<file path="src/hw/afl_cfg.svh">
//----------------------------------------------------------------------
// afl_cfg.svh - constants of the alu status flag block
//----------------------------------------------------------------------
// Purpose: offsets, field positions, reset values and flag masks
// Assumes: included by its bare name, after afl_pkg
// Notes:   definitions only
`ifndef AFL_CFG_SVH
`define AFL_CFG_SVH

// register byte offsets on the apb side
`define AFL_OFS_FLAGS 12'h000
`define AFL_OFS_CFG 12'h004
`define AFL_OFS_RESULT 12'h008

// flag register field positions
`define AFL_C_BIT 0
`define AFL_DC_BIT 1
`define AFL_Z_BIT 2
`define AFL_OV_BIT 3
`define AFL_N_BIT 4
`define AFL_FLAG_W 5

// config register field positions
`define AFL_XEN_BIT 0

// reset values
`define AFL_FLAGS_RST 5'h00
`define AFL_CFG_RST 1'h0
`define AFL_BYTE_RST 8'h00
`define AFL_WORD_RST 32'h0000_0000

// flag masks per operation class (bits c, dc, z, ov, n)
`define AFL_MASK_NONE 5'h00
`define AFL_MASK_ARITH 5'h1f
`define AFL_MASK_ROT 5'h17
`define AFL_MASK_LOGIC 5'h14
`define AFL_MASK_ZERO 5'h04

`endif

</file>
<file path="src/hw/afl_pkg.sv">
//----------------------------------------------------------------------
// afl_pkg - types of the alu status flag block
//----------------------------------------------------------------------
// Purpose: operation codes, addressing modes and carrier structs
// Assumes: nothing
// Notes:   constants live in afl_cfg.svh
package afl_pkg;

    // operations presented by the core execute stage
    typedef enum logic [3:0] {
        AFL_NOP = 4'h0,
        AFL_ADD = 4'h1,
        AFL_SUB = 4'h2,
        AFL_ROT_RIGHT = 4'h3,
        AFL_ROT_LEFT = 4'h4,
        AFL_AND = 4'h5,
        AFL_OR = 4'h6,
        AFL_XOR = 4'h7,
        AFL_CLEAR = 4'h8,
        AFL_BIT_CLEAR = 4'h9,
        AFL_BIT_SET = 4'ha,
        AFL_SWAP = 4'hb,
        AFL_MOVE = 4'hc
    } afl_op_e;

    // data addressing modes, one-hot
    typedef enum logic [4:0] {
        AFL_INHERENT = 5'b00001,
        AFL_LITERAL = 5'b00010,
        AFL_DIRECT = 5'b00100,
        AFL_INDIRECT = 5'b01000,
        AFL_INDEXED = 5'b10000
    } afl_mode_e;

    // one execute request from the core
    typedef struct packed {
        logic valid;
        afl_op_e op;
        logic [7:0] opa;
        logic [7:0] opb;
        logic [2:0] bit_sel;
        logic dest_flags;
    } afl_exec_s;

    // apb request from the master
    typedef struct packed {
        logic psel;
        logic penable;
        logic pwrite;
        logic [11:0] paddr;
        logic [31:0] pwdata;
    } afl_apb_req_s;

endpackage

</file>
<file path="src/hw/afl_alu_flags.sv">
//----------------------------------------------------------------------
// afl_alu_flags - alu status flag register with apb access
//----------------------------------------------------------------------
// Purpose: computes alu results and keeps the n, ov, z, dc, c flags
// Assumes: exec_i and apb inputs synchronous to mclk_i
// Notes:   core update wins over an apb write in the same cycle
//
// Operation
// - flag-affecting op aimed at flag register keeps logic flag values
// - clear-file on flag register sets zero flag, keeps other four
// - subtract adds two's complement; c and dc act as inverted borrow
// - flag register bits 7 to 5 read as zero
// - negative flag follows result msb
// - overflow flag set when signed result changes sign wrongly
// - zero flag set when result is zero, else cleared
// - add/sub digit carry from bit 3 into bit 4
// - add/sub carry out of result msb
// - rotates load digit carry from source bit 4 or bit 3
// - rotates load carry with the bit shifted out
// - indexed literal offset mode only with extended set enabled
//
// The implementer's own choices: the register offsets and the APB interface to the registers.
`timescale 1ns/1ns
`default_nettype none
`include "afl_cfg.svh"

module afl_alu_flags
    import afl_pkg::*;
(
    input wire logic mclk_i,
    input wire logic rst_i,
    input wire afl_apb_req_s apb_i,
    output logic [31:0] prdata_o,
    output logic pready_o,
    output logic pslverr_o,
    input wire afl_exec_s exec_i,
    input wire afl_mode_e mode_req_i,
    output logic [7:0] result_o,
    output logic result_valid_o,
    output logic [7:0] flags_o,
    output logic mode_ok_o
);

    //------------------------------------------------------------------
    // helpers
    //------------------------------------------------------------------

    // 8-bit add with carry in: {carry, digit carry, sum}
    function automatic logic [9:0] add8(input logic [7:0] a,
                                        input logic [7:0] b,
                                        input logic cin);
        logic [8:0] s;
        logic [4:0] lo;
        s = {1'b0, a} + {1'b0, b} + {8'h00, cin};
        lo = {1'b0, a[3:0]} + {1'b0, b[3:0]} + {4'h0, cin};
        return {s[8], lo[4], s[7:0]};
    endfunction

    // apb register address match
    function automatic logic hit(input logic [11:0] a,
                                 input logic [11:0] ofs);
        return a == ofs;
    endfunction

    //------------------------------------------------------------------
    // state
    //------------------------------------------------------------------

    logic [4:0] flags_q;
    logic [4:0] flags_d;
    logic [7:0] result_q;
    logic [7:0] result_d;
    logic rvalid_q;
    logic xen_q;
    logic mode_ok_q;
    logic pready_q;
    logic pslverr_q;
    logic [31:0] prdata_q;
    logic [4:0] mask;
    logic [4:0] fnew;
    logic [9:0] sum;
    logic [7:0] sub_b;
    logic apb_acc;
    logic apb_wr;

    //------------------------------------------------------------------
    // alu datapath
    //------------------------------------------------------------------

    // subtract adds the inverted operand plus one
    assign sub_b = ~exec_i.opb;
    assign sum = (exec_i.op == AFL_SUB) ? add8(exec_i.opa, sub_b, 1'b1)
                                        : add8(exec_i.opa, exec_i.opb, 1'b0);

    // result and flag candidates per operation
    always_comb begin
        result_d = exec_i.opa;
        fnew = flags_q;
        mask = `AFL_MASK_NONE;
        unique case (exec_i.op)
            AFL_ADD, AFL_SUB: begin
                result_d = sum[7:0];
                mask = `AFL_MASK_ARITH;
                fnew[`AFL_C_BIT] = sum[9];
                fnew[`AFL_DC_BIT] = sum[8];
                // sign flips against like-signed operands
                fnew[`AFL_OV_BIT] = (exec_i.opa[7] == (exec_i.op == AFL_SUB
                    ? sub_b[7] : exec_i.opb[7])) &&
                    (sum[7] != exec_i.opa[7]);
            end
            AFL_ROT_RIGHT: begin
                result_d = {flags_q[`AFL_C_BIT], exec_i.opa[7:1]};
                mask = `AFL_MASK_ROT | `AFL_MASK_NONE;
                fnew[`AFL_C_BIT] = exec_i.opa[0];
                fnew[`AFL_DC_BIT] = exec_i.opa[4];
            end
            AFL_ROT_LEFT: begin
                result_d = {exec_i.opa[6:0], flags_q[`AFL_C_BIT]};
                mask = `AFL_MASK_ROT;
                fnew[`AFL_C_BIT] = exec_i.opa[7];
                fnew[`AFL_DC_BIT] = exec_i.opa[3];
            end
            AFL_AND: begin
                result_d = exec_i.opa & exec_i.opb;
                mask = `AFL_MASK_LOGIC;
            end
            AFL_OR: begin
                result_d = exec_i.opa | exec_i.opb;
                mask = `AFL_MASK_LOGIC;
            end
            AFL_XOR: begin
                result_d = exec_i.opa ^ exec_i.opb;
                mask = `AFL_MASK_LOGIC;
            end
            AFL_CLEAR: begin
                result_d = `AFL_BYTE_RST;
                mask = `AFL_MASK_ZERO;
            end
            AFL_BIT_CLEAR: result_d = exec_i.opa & ~(8'h01 << exec_i.bit_sel);
            AFL_BIT_SET: result_d = exec_i.opa | (8'h01 << exec_i.bit_sel);
            AFL_SWAP: result_d = {exec_i.opa[3:0], exec_i.opa[7:4]};
            AFL_NOP, AFL_MOVE: result_d = exec_i.opa;
            default: result_d = exec_i.opa;
        endcase
        fnew[`AFL_N_BIT] = result_d[7];
        fnew[`AFL_Z_BIT] = (result_d == 8'h00);
    end

    //------------------------------------------------------------------
    // flag register
    //------------------------------------------------------------------

    assign apb_acc = apb_i.psel && apb_i.penable && pready_q;
    assign apb_wr = apb_acc && apb_i.pwrite;

    // affected bits from flag logic; a direct write lands only when no flag is affected
    always_comb begin
        flags_d = flags_q;
        if (exec_i.valid) begin
            if (exec_i.dest_flags && mask == `AFL_MASK_NONE) begin
                // no flag affected: the result lands on the flag bits
                flags_d = result_d[4:0];
            end else begin
                // all five bits write-blocked, logic values kept
                flags_d = (flags_q & ~mask) | (fnew & mask);
            end
        end else if (apb_wr && hit(apb_i.paddr, `AFL_OFS_FLAGS)) begin
            flags_d = apb_i.pwdata[4:0];
        end
    end

    // flags and result share the execute edge
    always_ff @(posedge mclk_i) begin
        if (rst_i) begin
            flags_q <= `AFL_FLAGS_RST;
            result_q <= `AFL_BYTE_RST;
            rvalid_q <= 1'b0;
        end else begin
            flags_q <= flags_d;
            rvalid_q <= exec_i.valid;
            if (exec_i.valid) begin
                result_q <= result_d;
            end
        end
    end

    //------------------------------------------------------------------
    // config and addressing mode check
    //------------------------------------------------------------------

    // extended set enable bit written by software
    always_ff @(posedge mclk_i) begin
        if (rst_i) begin
            xen_q <= `AFL_CFG_RST;
        end else if (apb_wr && hit(apb_i.paddr, `AFL_OFS_CFG)) begin
            xen_q <= apb_i.pwdata[`AFL_XEN_BIT];
        end
    end

    // indexed mode allowed only when extended set is on
    always_ff @(posedge mclk_i) begin
        if (rst_i) begin
            mode_ok_q <= 1'b0;
        end else begin
            unique case (mode_req_i)
                AFL_INHERENT, AFL_LITERAL, AFL_DIRECT, AFL_INDIRECT: begin
                    mode_ok_q <= 1'b1;
                end
                AFL_INDEXED: begin
                    mode_ok_q <= xen_q;
                end
                default: begin
                    mode_ok_q <= 1'b0;
                end
            endcase
        end
    end

    //------------------------------------------------------------------
    // apb slave: one wait state, error on unmapped address
    //------------------------------------------------------------------

    always_ff @(posedge mclk_i) begin
        if (rst_i) begin
            pready_q <= 1'b0;
            pslverr_q <= 1'b0;
            prdata_q <= `AFL_WORD_RST;
        end else if (apb_i.psel && apb_i.penable && !pready_q) begin
            pready_q <= 1'b1;
            pslverr_q <= 1'b0;
            prdata_q <= `AFL_WORD_RST;
            if (hit(apb_i.paddr, `AFL_OFS_FLAGS)) begin
                prdata_q <= {27'h000_0000, flags_q};
            end else if (hit(apb_i.paddr, `AFL_OFS_CFG)) begin
                prdata_q <= {31'h0000_0000, xen_q};
            end else if (hit(apb_i.paddr, `AFL_OFS_RESULT)) begin
                prdata_q <= {24'h00_0000, result_q};
            end else begin
                pslverr_q <= 1'b1;
            end
        end else begin
            pready_q <= 1'b0;
            pslverr_q <= 1'b0;
        end
    end

    // outputs straight from flops
    assign prdata_o = prdata_q;
    assign pready_o = pready_q;
    assign pslverr_o = pslverr_q;
    assign result_o = result_q;
    assign result_valid_o = rvalid_q;
    assign flags_o = {3'b000, flags_q};
    assign mode_ok_o = mode_ok_q;
endmodule
`default_nettype wire

</file>
<file path="config.mk">
export PLATFORM = sky130hd
export DESIGN_NAME = afl_alu_flags
export DESIGN_NICKNAME = d
export VERILOG_FILES = /design/src/hw/afl_pkg.sv /design/src/hw/afl_alu_flags.sv
export VERILOG_INCLUDE_DIRS = /design/src /design/src/hw
export SDC_FILE = /design/constraint.sdc
export NUM_CORES = 1
export LEC_CHECK = 0
export ABC_AREA = 1
export BUFFER_PORTS_ARGS = -buffer_cell sky130_fd_sc_hd__buf_4
export CAP_MARGIN = 25
export CORE_UTILIZATION = 40
export CTS_BUF_LIST = sky130_fd_sc_hd__clkbuf_4
export CTS_CLUSTER_DIAMETER = 60
export DETAILED_ROUTE_END_ITERATION = 10
export PLACE_DENSITY = 0.74
export SLEW_MARGIN = 25
export SYNTH_ARGS = -nofsm -noshare
export SYNTH_HDL_FRONTEND = slang
export SYNTH_SLANG_ARGS = --single-unit
</file>
<file path="constraint.sdc">
create_clock -name mclk_i -period 1.8 [get_ports mclk_i]
set_input_delay 0.27 -clock mclk_i [delete_from_list [all_inputs] [get_ports mclk_i]]
set_output_delay 0.27 -clock mclk_i [all_outputs]
set_load 0.05 [all_outputs]
</file>
==> results by group, run 1 <==
Outcome
  • Status: finished, violations left
  • Failing checks: negative setup slack

Placement
  • Setup WS pre-CTS: -0.362 ns
  • IO buf count: 76
  • Placed Cells: 813
  • RePlAce Congestion: approximately 0.94
  • Post-DP HPWL: ~10 mm
  • Post-DP Area: around 0.0044 mm^2

GRT
  • Vias in the first global route: 3867
  • Total grt overflow: 0
  • Total global-route track usage: around 28%
  • Initial antenna violation count: 0
  • Largest net degree at the start of global routing: 19
  • Global-route wire length before repair: between 15 and 20 mm

STA
  • Worst Skew: approximately 0.0085 ns
  • Worst Setup Slack, final: -0.0433 ns
  • Final Hold Viols: 0
  • Slew Viols, Final: 0
  • Fmax: approximately 540 MHz
  • Fin crit share: 102%
  • RSZ-0062 raised after global routing: yes
  • Minimum clock period: between 1.5 and 2 ns
  • Setup violations, final: 1

Layout
  • Final core occ: between 60% and 70%
  • P&R area growth vs syn: 45.0%
  • Non-filler cells, final: about 820
  • # diodes: 0
  • Layout cells sized above 1: between 20% and 30%
  • Finished Cell Area: between 0.004 and 0.005 mm^2
  • Final net count: 818
  • Fillers: ~750

Worst setup path
  • WP data arrival: around 2.1 ns
  • Crit-path max cell delay: about 0.55 ns
  • R2R setup slack: 0.29 ns
  • Worst endpoint required time: about 2 ns
  • Crit path kind: input pin to register
  • RR Startpoint: pready_o
  • R2r worst-path depth: 6
  • Critical path startpoint category: input pin
  • Cell mode on critical path: nor2_1
  • CP Capture Type: register
  • Worst-path cell chain: buf_8, ha_4, inv_2, fa_2, nand2_1, nand2_1, nor2_1, nor2_1, nand3_1, nor2_1, nand3_1, nor2_1, nand3_1, a21oi_1
  • R2r endpoint: prdata_o[5]
  • Crit-path slowest cell: fa_2
  • CP Max Fanout: 3

Detailed routing
  • Avg Vias per Cell: 5.06
  • Routed wire per std cell: around 14 um
  • Drt first pass iters: 5
  • Initial drt markers: between 200 and 300
  • Antenna viol nets, final: 0
  • Routed WL: between 10 and 15 mm
  • Via count: 4131
  • Drc violations: 0

Logic synthesis
  • Async set-reset flop share out of synthesis: 0%
  • Mapped Cells: 560
  • #FFs+latches synth: 26
  • Post-synth EDFFs: 0
  • Ys Warns: 0
  • Most common cell in the synthesized netlist: nand2_1
  • Synth Cell Area: 0.00314 mm^2
  • Synth Area per Inst: between 5 and 6 um^2
  • Yosys top cell area share: a little under 20%
  • Synth Flop Type: dfxtp_1
  • Post-synth top area cell: nand2_1
  • Sequential fraction of the synthesis area: between 15 and 20%
  • Synth unique cells: 37
  • Synth top cells by count: nand2_1 (164), inv_1 (66), nor2_1 (65)
  • Largest cells by area after synthesis: nand2_1 (20%), dfxtp_1 (17%), inv_1 (7.9%)

Flow run
  • Max-cap violations: 0

Floorplanning
  • Die height: slightly above 90 um
  • Total core area: around 0.0074 mm^2
  • Starting Density: 42.4%
  • Chip Width: roughly 91 um
  • Row count: 31
  • Total I/O pin count: 131
  • Die area: ~0.0082 mm^2

CTS
  • CTS H-tree lvls: 1
  • Bufs on Longest Clock Path: 2
  • Worst skew pair latency: 0.32 ns
  • CTS buffer count: 3
  • Clock Sinks: 26
  • CTS tree: done
  • Root Buffer: clkbuf_4
  • Worst-path clk slew: 0.14 ns

Power and ir drop
  • Max VDD drop: 243 uV
  • Pwr Total: a little over 2000 uW
  • Static leakage: around 0.0024 uW
  • Pwr Density: about 460 mW/mm^2

Min path
  • Hold depth: 3
  • Hold WC Path Type: input pin to register
  • Hold Startpoint: apb_i[1]
==> placed cells by master (no fill, tap or decap), types with 2 or more instances in the layout <==
cell type / n
a21oi_1: 33
a21oi_2: 3
a221oi_1: 2
a31oi_1: 5
buf_12: 2
buf_4: 161
clkbuf_4: 3
conb_1: 27
dfxtp_1: 26
fa_2: 2
ha_1: 10
ha_4: 7
inv_1: 63
inv_2: 7
inv_4: 2
nand2_1: 160
nand2_2: 8
nand3_1: 44
nand3_2: 2
nand4_1: 8
nor2_1: 63
nor2_2: 4
nor2_4: 2
nor3_1: 10
o211ai_1: 11
o21ai_0: 27
o21ai_1: 6
o21bai_1: 5
o22ai_1: 3
==> metrics by stage <==
step | setup TNS, ns | hold WS (ns)
2_1_floorplan | -0.000903 | 0.430
3_3_place_gp | -2.45 | 0.457
4_1_cts | 0 | 0.202
3_5_place_dp | -2.78 | 0.467
5_1_grt | -0.152 | 0.225
6_report | -0.0433 | 0.206
==> kinds of logic (layout without fill, tap and decap cells) <==
family	Yosys count	after routing	share of synthesized area, %
compound gates	97	97	17.6
xor+xnor	1	1	0.279
fa+ha+maj	19	19	8.05
buf+inv	109	241	16.5
flops	26	26	16.6
other cells	1	27	0.120
simple gates	307	307	40.9
==> how the worst max path moves through the flow <==
| stage | slack, ns | depth (start not counted) | startpoint | endpoint |
|---|---|---|---|---|
| 4_1_cts | 0.0008 | 17 | exec_i[7] | register |
| 2_1_floorplan | -0.0009 | 13 | exec_i[4] | register |
| 3_3_place_gp | -0.34 | 14 | exec_i[12] | register |
| 3_5_place_dp | -0.36 | 14 | exec_i[12] | register |
| 6_report | -0.04 | 14 | exec_i[12] | register |
| 5_1_grt | -0.09 | 14 | exec_i[12] | register |
==> worst max-delay path: cells and delay by family <==
| family | cells | cell delay, ns |
|---|---|---|
| fa+ha+maj | 2 | 0.68 |
| simple gates | 9 | 0.87 |
| compound gates | 1 | 0.14 |
| buf+inv | 2 | 0.13 |
==> routing by layer <==
layer / up-vias / global-route usage (%) / part of all wire [%]
li1: 2075 / - / -
met5: - / 0 / 0
met4: 0 / 4.30 / 1.1
met1: 1895 / 39.4 / 46
met2: 149 / 47.9 / 47
met3: 12 / 2.78 / 5.7
==> where the power goes <==
| part | total, uW | internal [uW] | switching (uW) |
|---|---|---|---|
| logic | 1200 | 458 | 740 |
| registers | 628 | 605 | 22.9 |
| clock network | 246 | 78.5 | 168 |
| total | 2070 | 1140 | 930 |
==> repair_timing <==
action,4_1_cts,5_1_grt
pin swaps,1,16
setup buffers,1,0
gates resized for setup,2,29
gates cloned,0,0
hold buffers,0,0
endpoints found under the setup margin,1,10
==> area by class of cell <==
type                    instances  area (um^2)  share of cell area (%)
inverters                      73          279                    6.13
multi-input cells             451         2330                    51.2
clock buffers                   3         22.5                   0.495
repair buffers                165         1270                    28.0
well taps                      99          124                    2.72
flip-flops and latches         26          520                    11.4
Power figures use the tool's default switching activity.
==> run 2: changes to the inputs <==
--- a/config.mk
+++ b/config.mk
@@ -9,11 +9,11 @@
 export ABC_AREA = 1
 export BUFFER_PORTS_ARGS = -buffer_cell sky130_fd_sc_hd__buf_4
 export CAP_MARGIN = 25
-export CORE_UTILIZATION = 40
+export CORE_UTILIZATION = 46
 export CTS_BUF_LIST = sky130_fd_sc_hd__clkbuf_4
 export CTS_CLUSTER_DIAMETER = 60
 export DETAILED_ROUTE_END_ITERATION = 10
-export PLACE_DENSITY = 0.74
+export PLACE_DENSITY = 0.83
 export SLEW_MARGIN = 25
 export SYNTH_ARGS = -nofsm -noshare
 export SYNTH_HDL_FRONTEND = slang
==> run 2 against run 1 <==
- the flow finishes with violations (design-rule violations)
- combinational power barely moved
- clock skew fell by 0.00054 ns
- first-iteration DRC count rose by 67%
==> results by group, run 2 (same netlist as run 1, synthesis figures left out) <==
Power and ir drop
  • Max VDD drop: between 300 and 400 uV
  • Combinational power share: 57.1%
  • Switching share of power: a little under half
  • Pwr Density: approximately 470 mW/mm^2
  • Psw: 943 uW
  • Seq pwr share: between 30% and 40%
  • P_int: 1140 uW
  • Clock Power Share: 12.7%
  • Static leakage: 0.00237 uW

Detailed routing
  • Avg Vias per Cell: ~5.4
  • Routed WL: 11.6 mm
  • Via count: 4253
  • Drc violations: 12
  • Antenna viol nets, final: 0
  • Routed wire per std cell: approximately 15 um
  • Drt first pass iters: 9
  • Initial drt markers: 478

Flow run
  • Max-cap violations: 0

STA
  • Slew Viols, Final: 0
  • Minimum clock period: approximately 1.8 ns
  • Fin crit share: 98.2%
  • Setup violations, final: 0
  • Final Hold Viols: 0
  • Fmax: about 570 MHz
  • Worst Setup Slack, final: 0.0317 ns
  • Worst Skew: 0.00794 ns

GRT
  • Total grt overflow: 0
  • Global-route wire length before repair: about 18 mm
  • Total global-route track usage: 31.5%
  • Vias in the first global route: 3744
  • Initial antenna violation count: 0
  • Largest net degree at the start of global routing: 19

Outcome
  • Status: finished, violations left
  • Failing checks: design-rule violations

CTS
  • Root Buffer: clkbuf_4
  • CTS buffer count: 3
  • Worst skew pair latency: around 0.34 ns
  • CTS H-tree lvls: 1
  • Bufs on Longest Clock Path: 2
  • CTS tree: done
  • Worst-path clk slew: ~0.15 ns
  • Clock Sinks: 26

Floorplanning
  • Die area: slightly above 0.007 mm^2
  • Die height: around 85 um
  • Chip Width: about 85 um
  • Row count: 29
  • Total I/O pin count: 131
  • Starting Density: 48.6%
  • Total core area: ~0.0065 mm^2

Worst setup path
  • Crit path kind: input pin to register
  • R2r worst-path depth: 11
  • R2R setup slack: 0.28 ns
  • CP Capture Type: register
  • CP Max Fanout: 3
  • Worst endpoint required time: 2.09 ns
  • WP data arrival: around 2.1 ns
  • Critical path startpoint category: input pin

Layout
  • Layout cells sized above 1: 28.0%
  • Final net count: between 800 and 900
  • Non-filler cells, final: slightly below 800
  • Most common cell after layout, fill and taps aside: buf_4
  • Finished Cell Area: around 0.0045 mm^2
  • P&R area growth vs syn: 42.1%
  • Most frequent cells in the layout: buf_4 (162), nand2_1 (161), inv_1 (64), nor2_1 (63), nand3_1 (43)
  • # diodes: 0

Placement
  • Placed Cells: ~800
  • RePlAce Congestion: ~1.1
  • Post-DP Area: 0.00434 mm^2
  • Setup WS pre-CTS: -0.355 ns
  • Post-DP HPWL: around 9.6 mm
  • IO buf count: 76

Min path
  • Hold depth: 3
  • Hold WC Path Type: input pin to register
  • Hold Startpoint: apb_i[1]
run 2: layout make-up:
type | count | area, um^2
multi-input cells | 451 | 2300
fillers | 624 | 2000
repair buffers | 163 | 1240
flip-flops and latches | 26 | 520
inverters | 73 | 277
well taps | 77 | 96.3
clock buffers | 3 | 22.5
clock inverters | 1 | 3.75
run 2: metrics by stage:
step	utilization, %	hold slack, ns	TNS [ns]	total power [uW]
CTS	67.5	0.212	0	2030
floorplan	-	0.430	-0.000903	1340
detailed placement	67.1	0.472	-2.64	1770
global route	69.0	0.196	-0.0468	2210
finish	69.0	0.219	0	2090
global placement	67.1	0.459	-2.14	1760
run 2: worst max path at each step:
stage | endpoint | slack [ns] | startpoint | depth (start not counted)
final | register | 0.03 | exec_i[4] | 16
after global routing | register | -0.03 | exec_i[4] | 17
after CTS | register | 0.01 | exec_i[4] | 13
after detailed placement | register | -0.35 | exec_i[4] | 13
after global placement | register | -0.33 | exec_i[12] | 14
after floorplan | register | -0.0009 | exec_i[4] | 13
run 2: routing by layer:
metal / up-vias / wire length (um) / track usage (%)
met5: - / 0 / 0
met4: 0 / 393 / 13.1
met3: 34 / 1180 / 6.59
met2: 260 / 5320 / 52.3
met1: 1878 / 4710 / 39.5
li1: 2081 / - / -
run 2: worst max-delay path, stage by stage:
cell and delay (ns):
buf_4 0.10, ha_2 0.18, inv_1 0.06, fa_2 0.35, nor2_1 0.13, nand2_1 0.08, nand2_2 0.10, a21oi_1 0.08
nand2b_1 0.16, nand2_1 0.06, nand2_1 0.04, nand3_1 0.06, nand2_1 0.06, nand2_1 0.09, nand3_1 0.09, a21oi_1 0.13
run 2: power groups by stage:
stage / registers, uW / clock network (uW) / logic, uW
after floorplan: 737 / 0 / 598
after global placement: 641 / 0 / 1120
after detailed placement: 642 / 0 / 1130
after CTS: 630 / 268 / 1140
after global routing: 633 / 291 / 1290
final: 630 / 264 / 1190
run 2: repair_timing:
| action | CTS | global route |
|---|---|---|
| setup buffers | 0 | 0 |
| endpoints found under the setup margin | 0 | 9 |
| hold buffers | 0 | 0 |
| gates resized for setup | 0 | 25 |
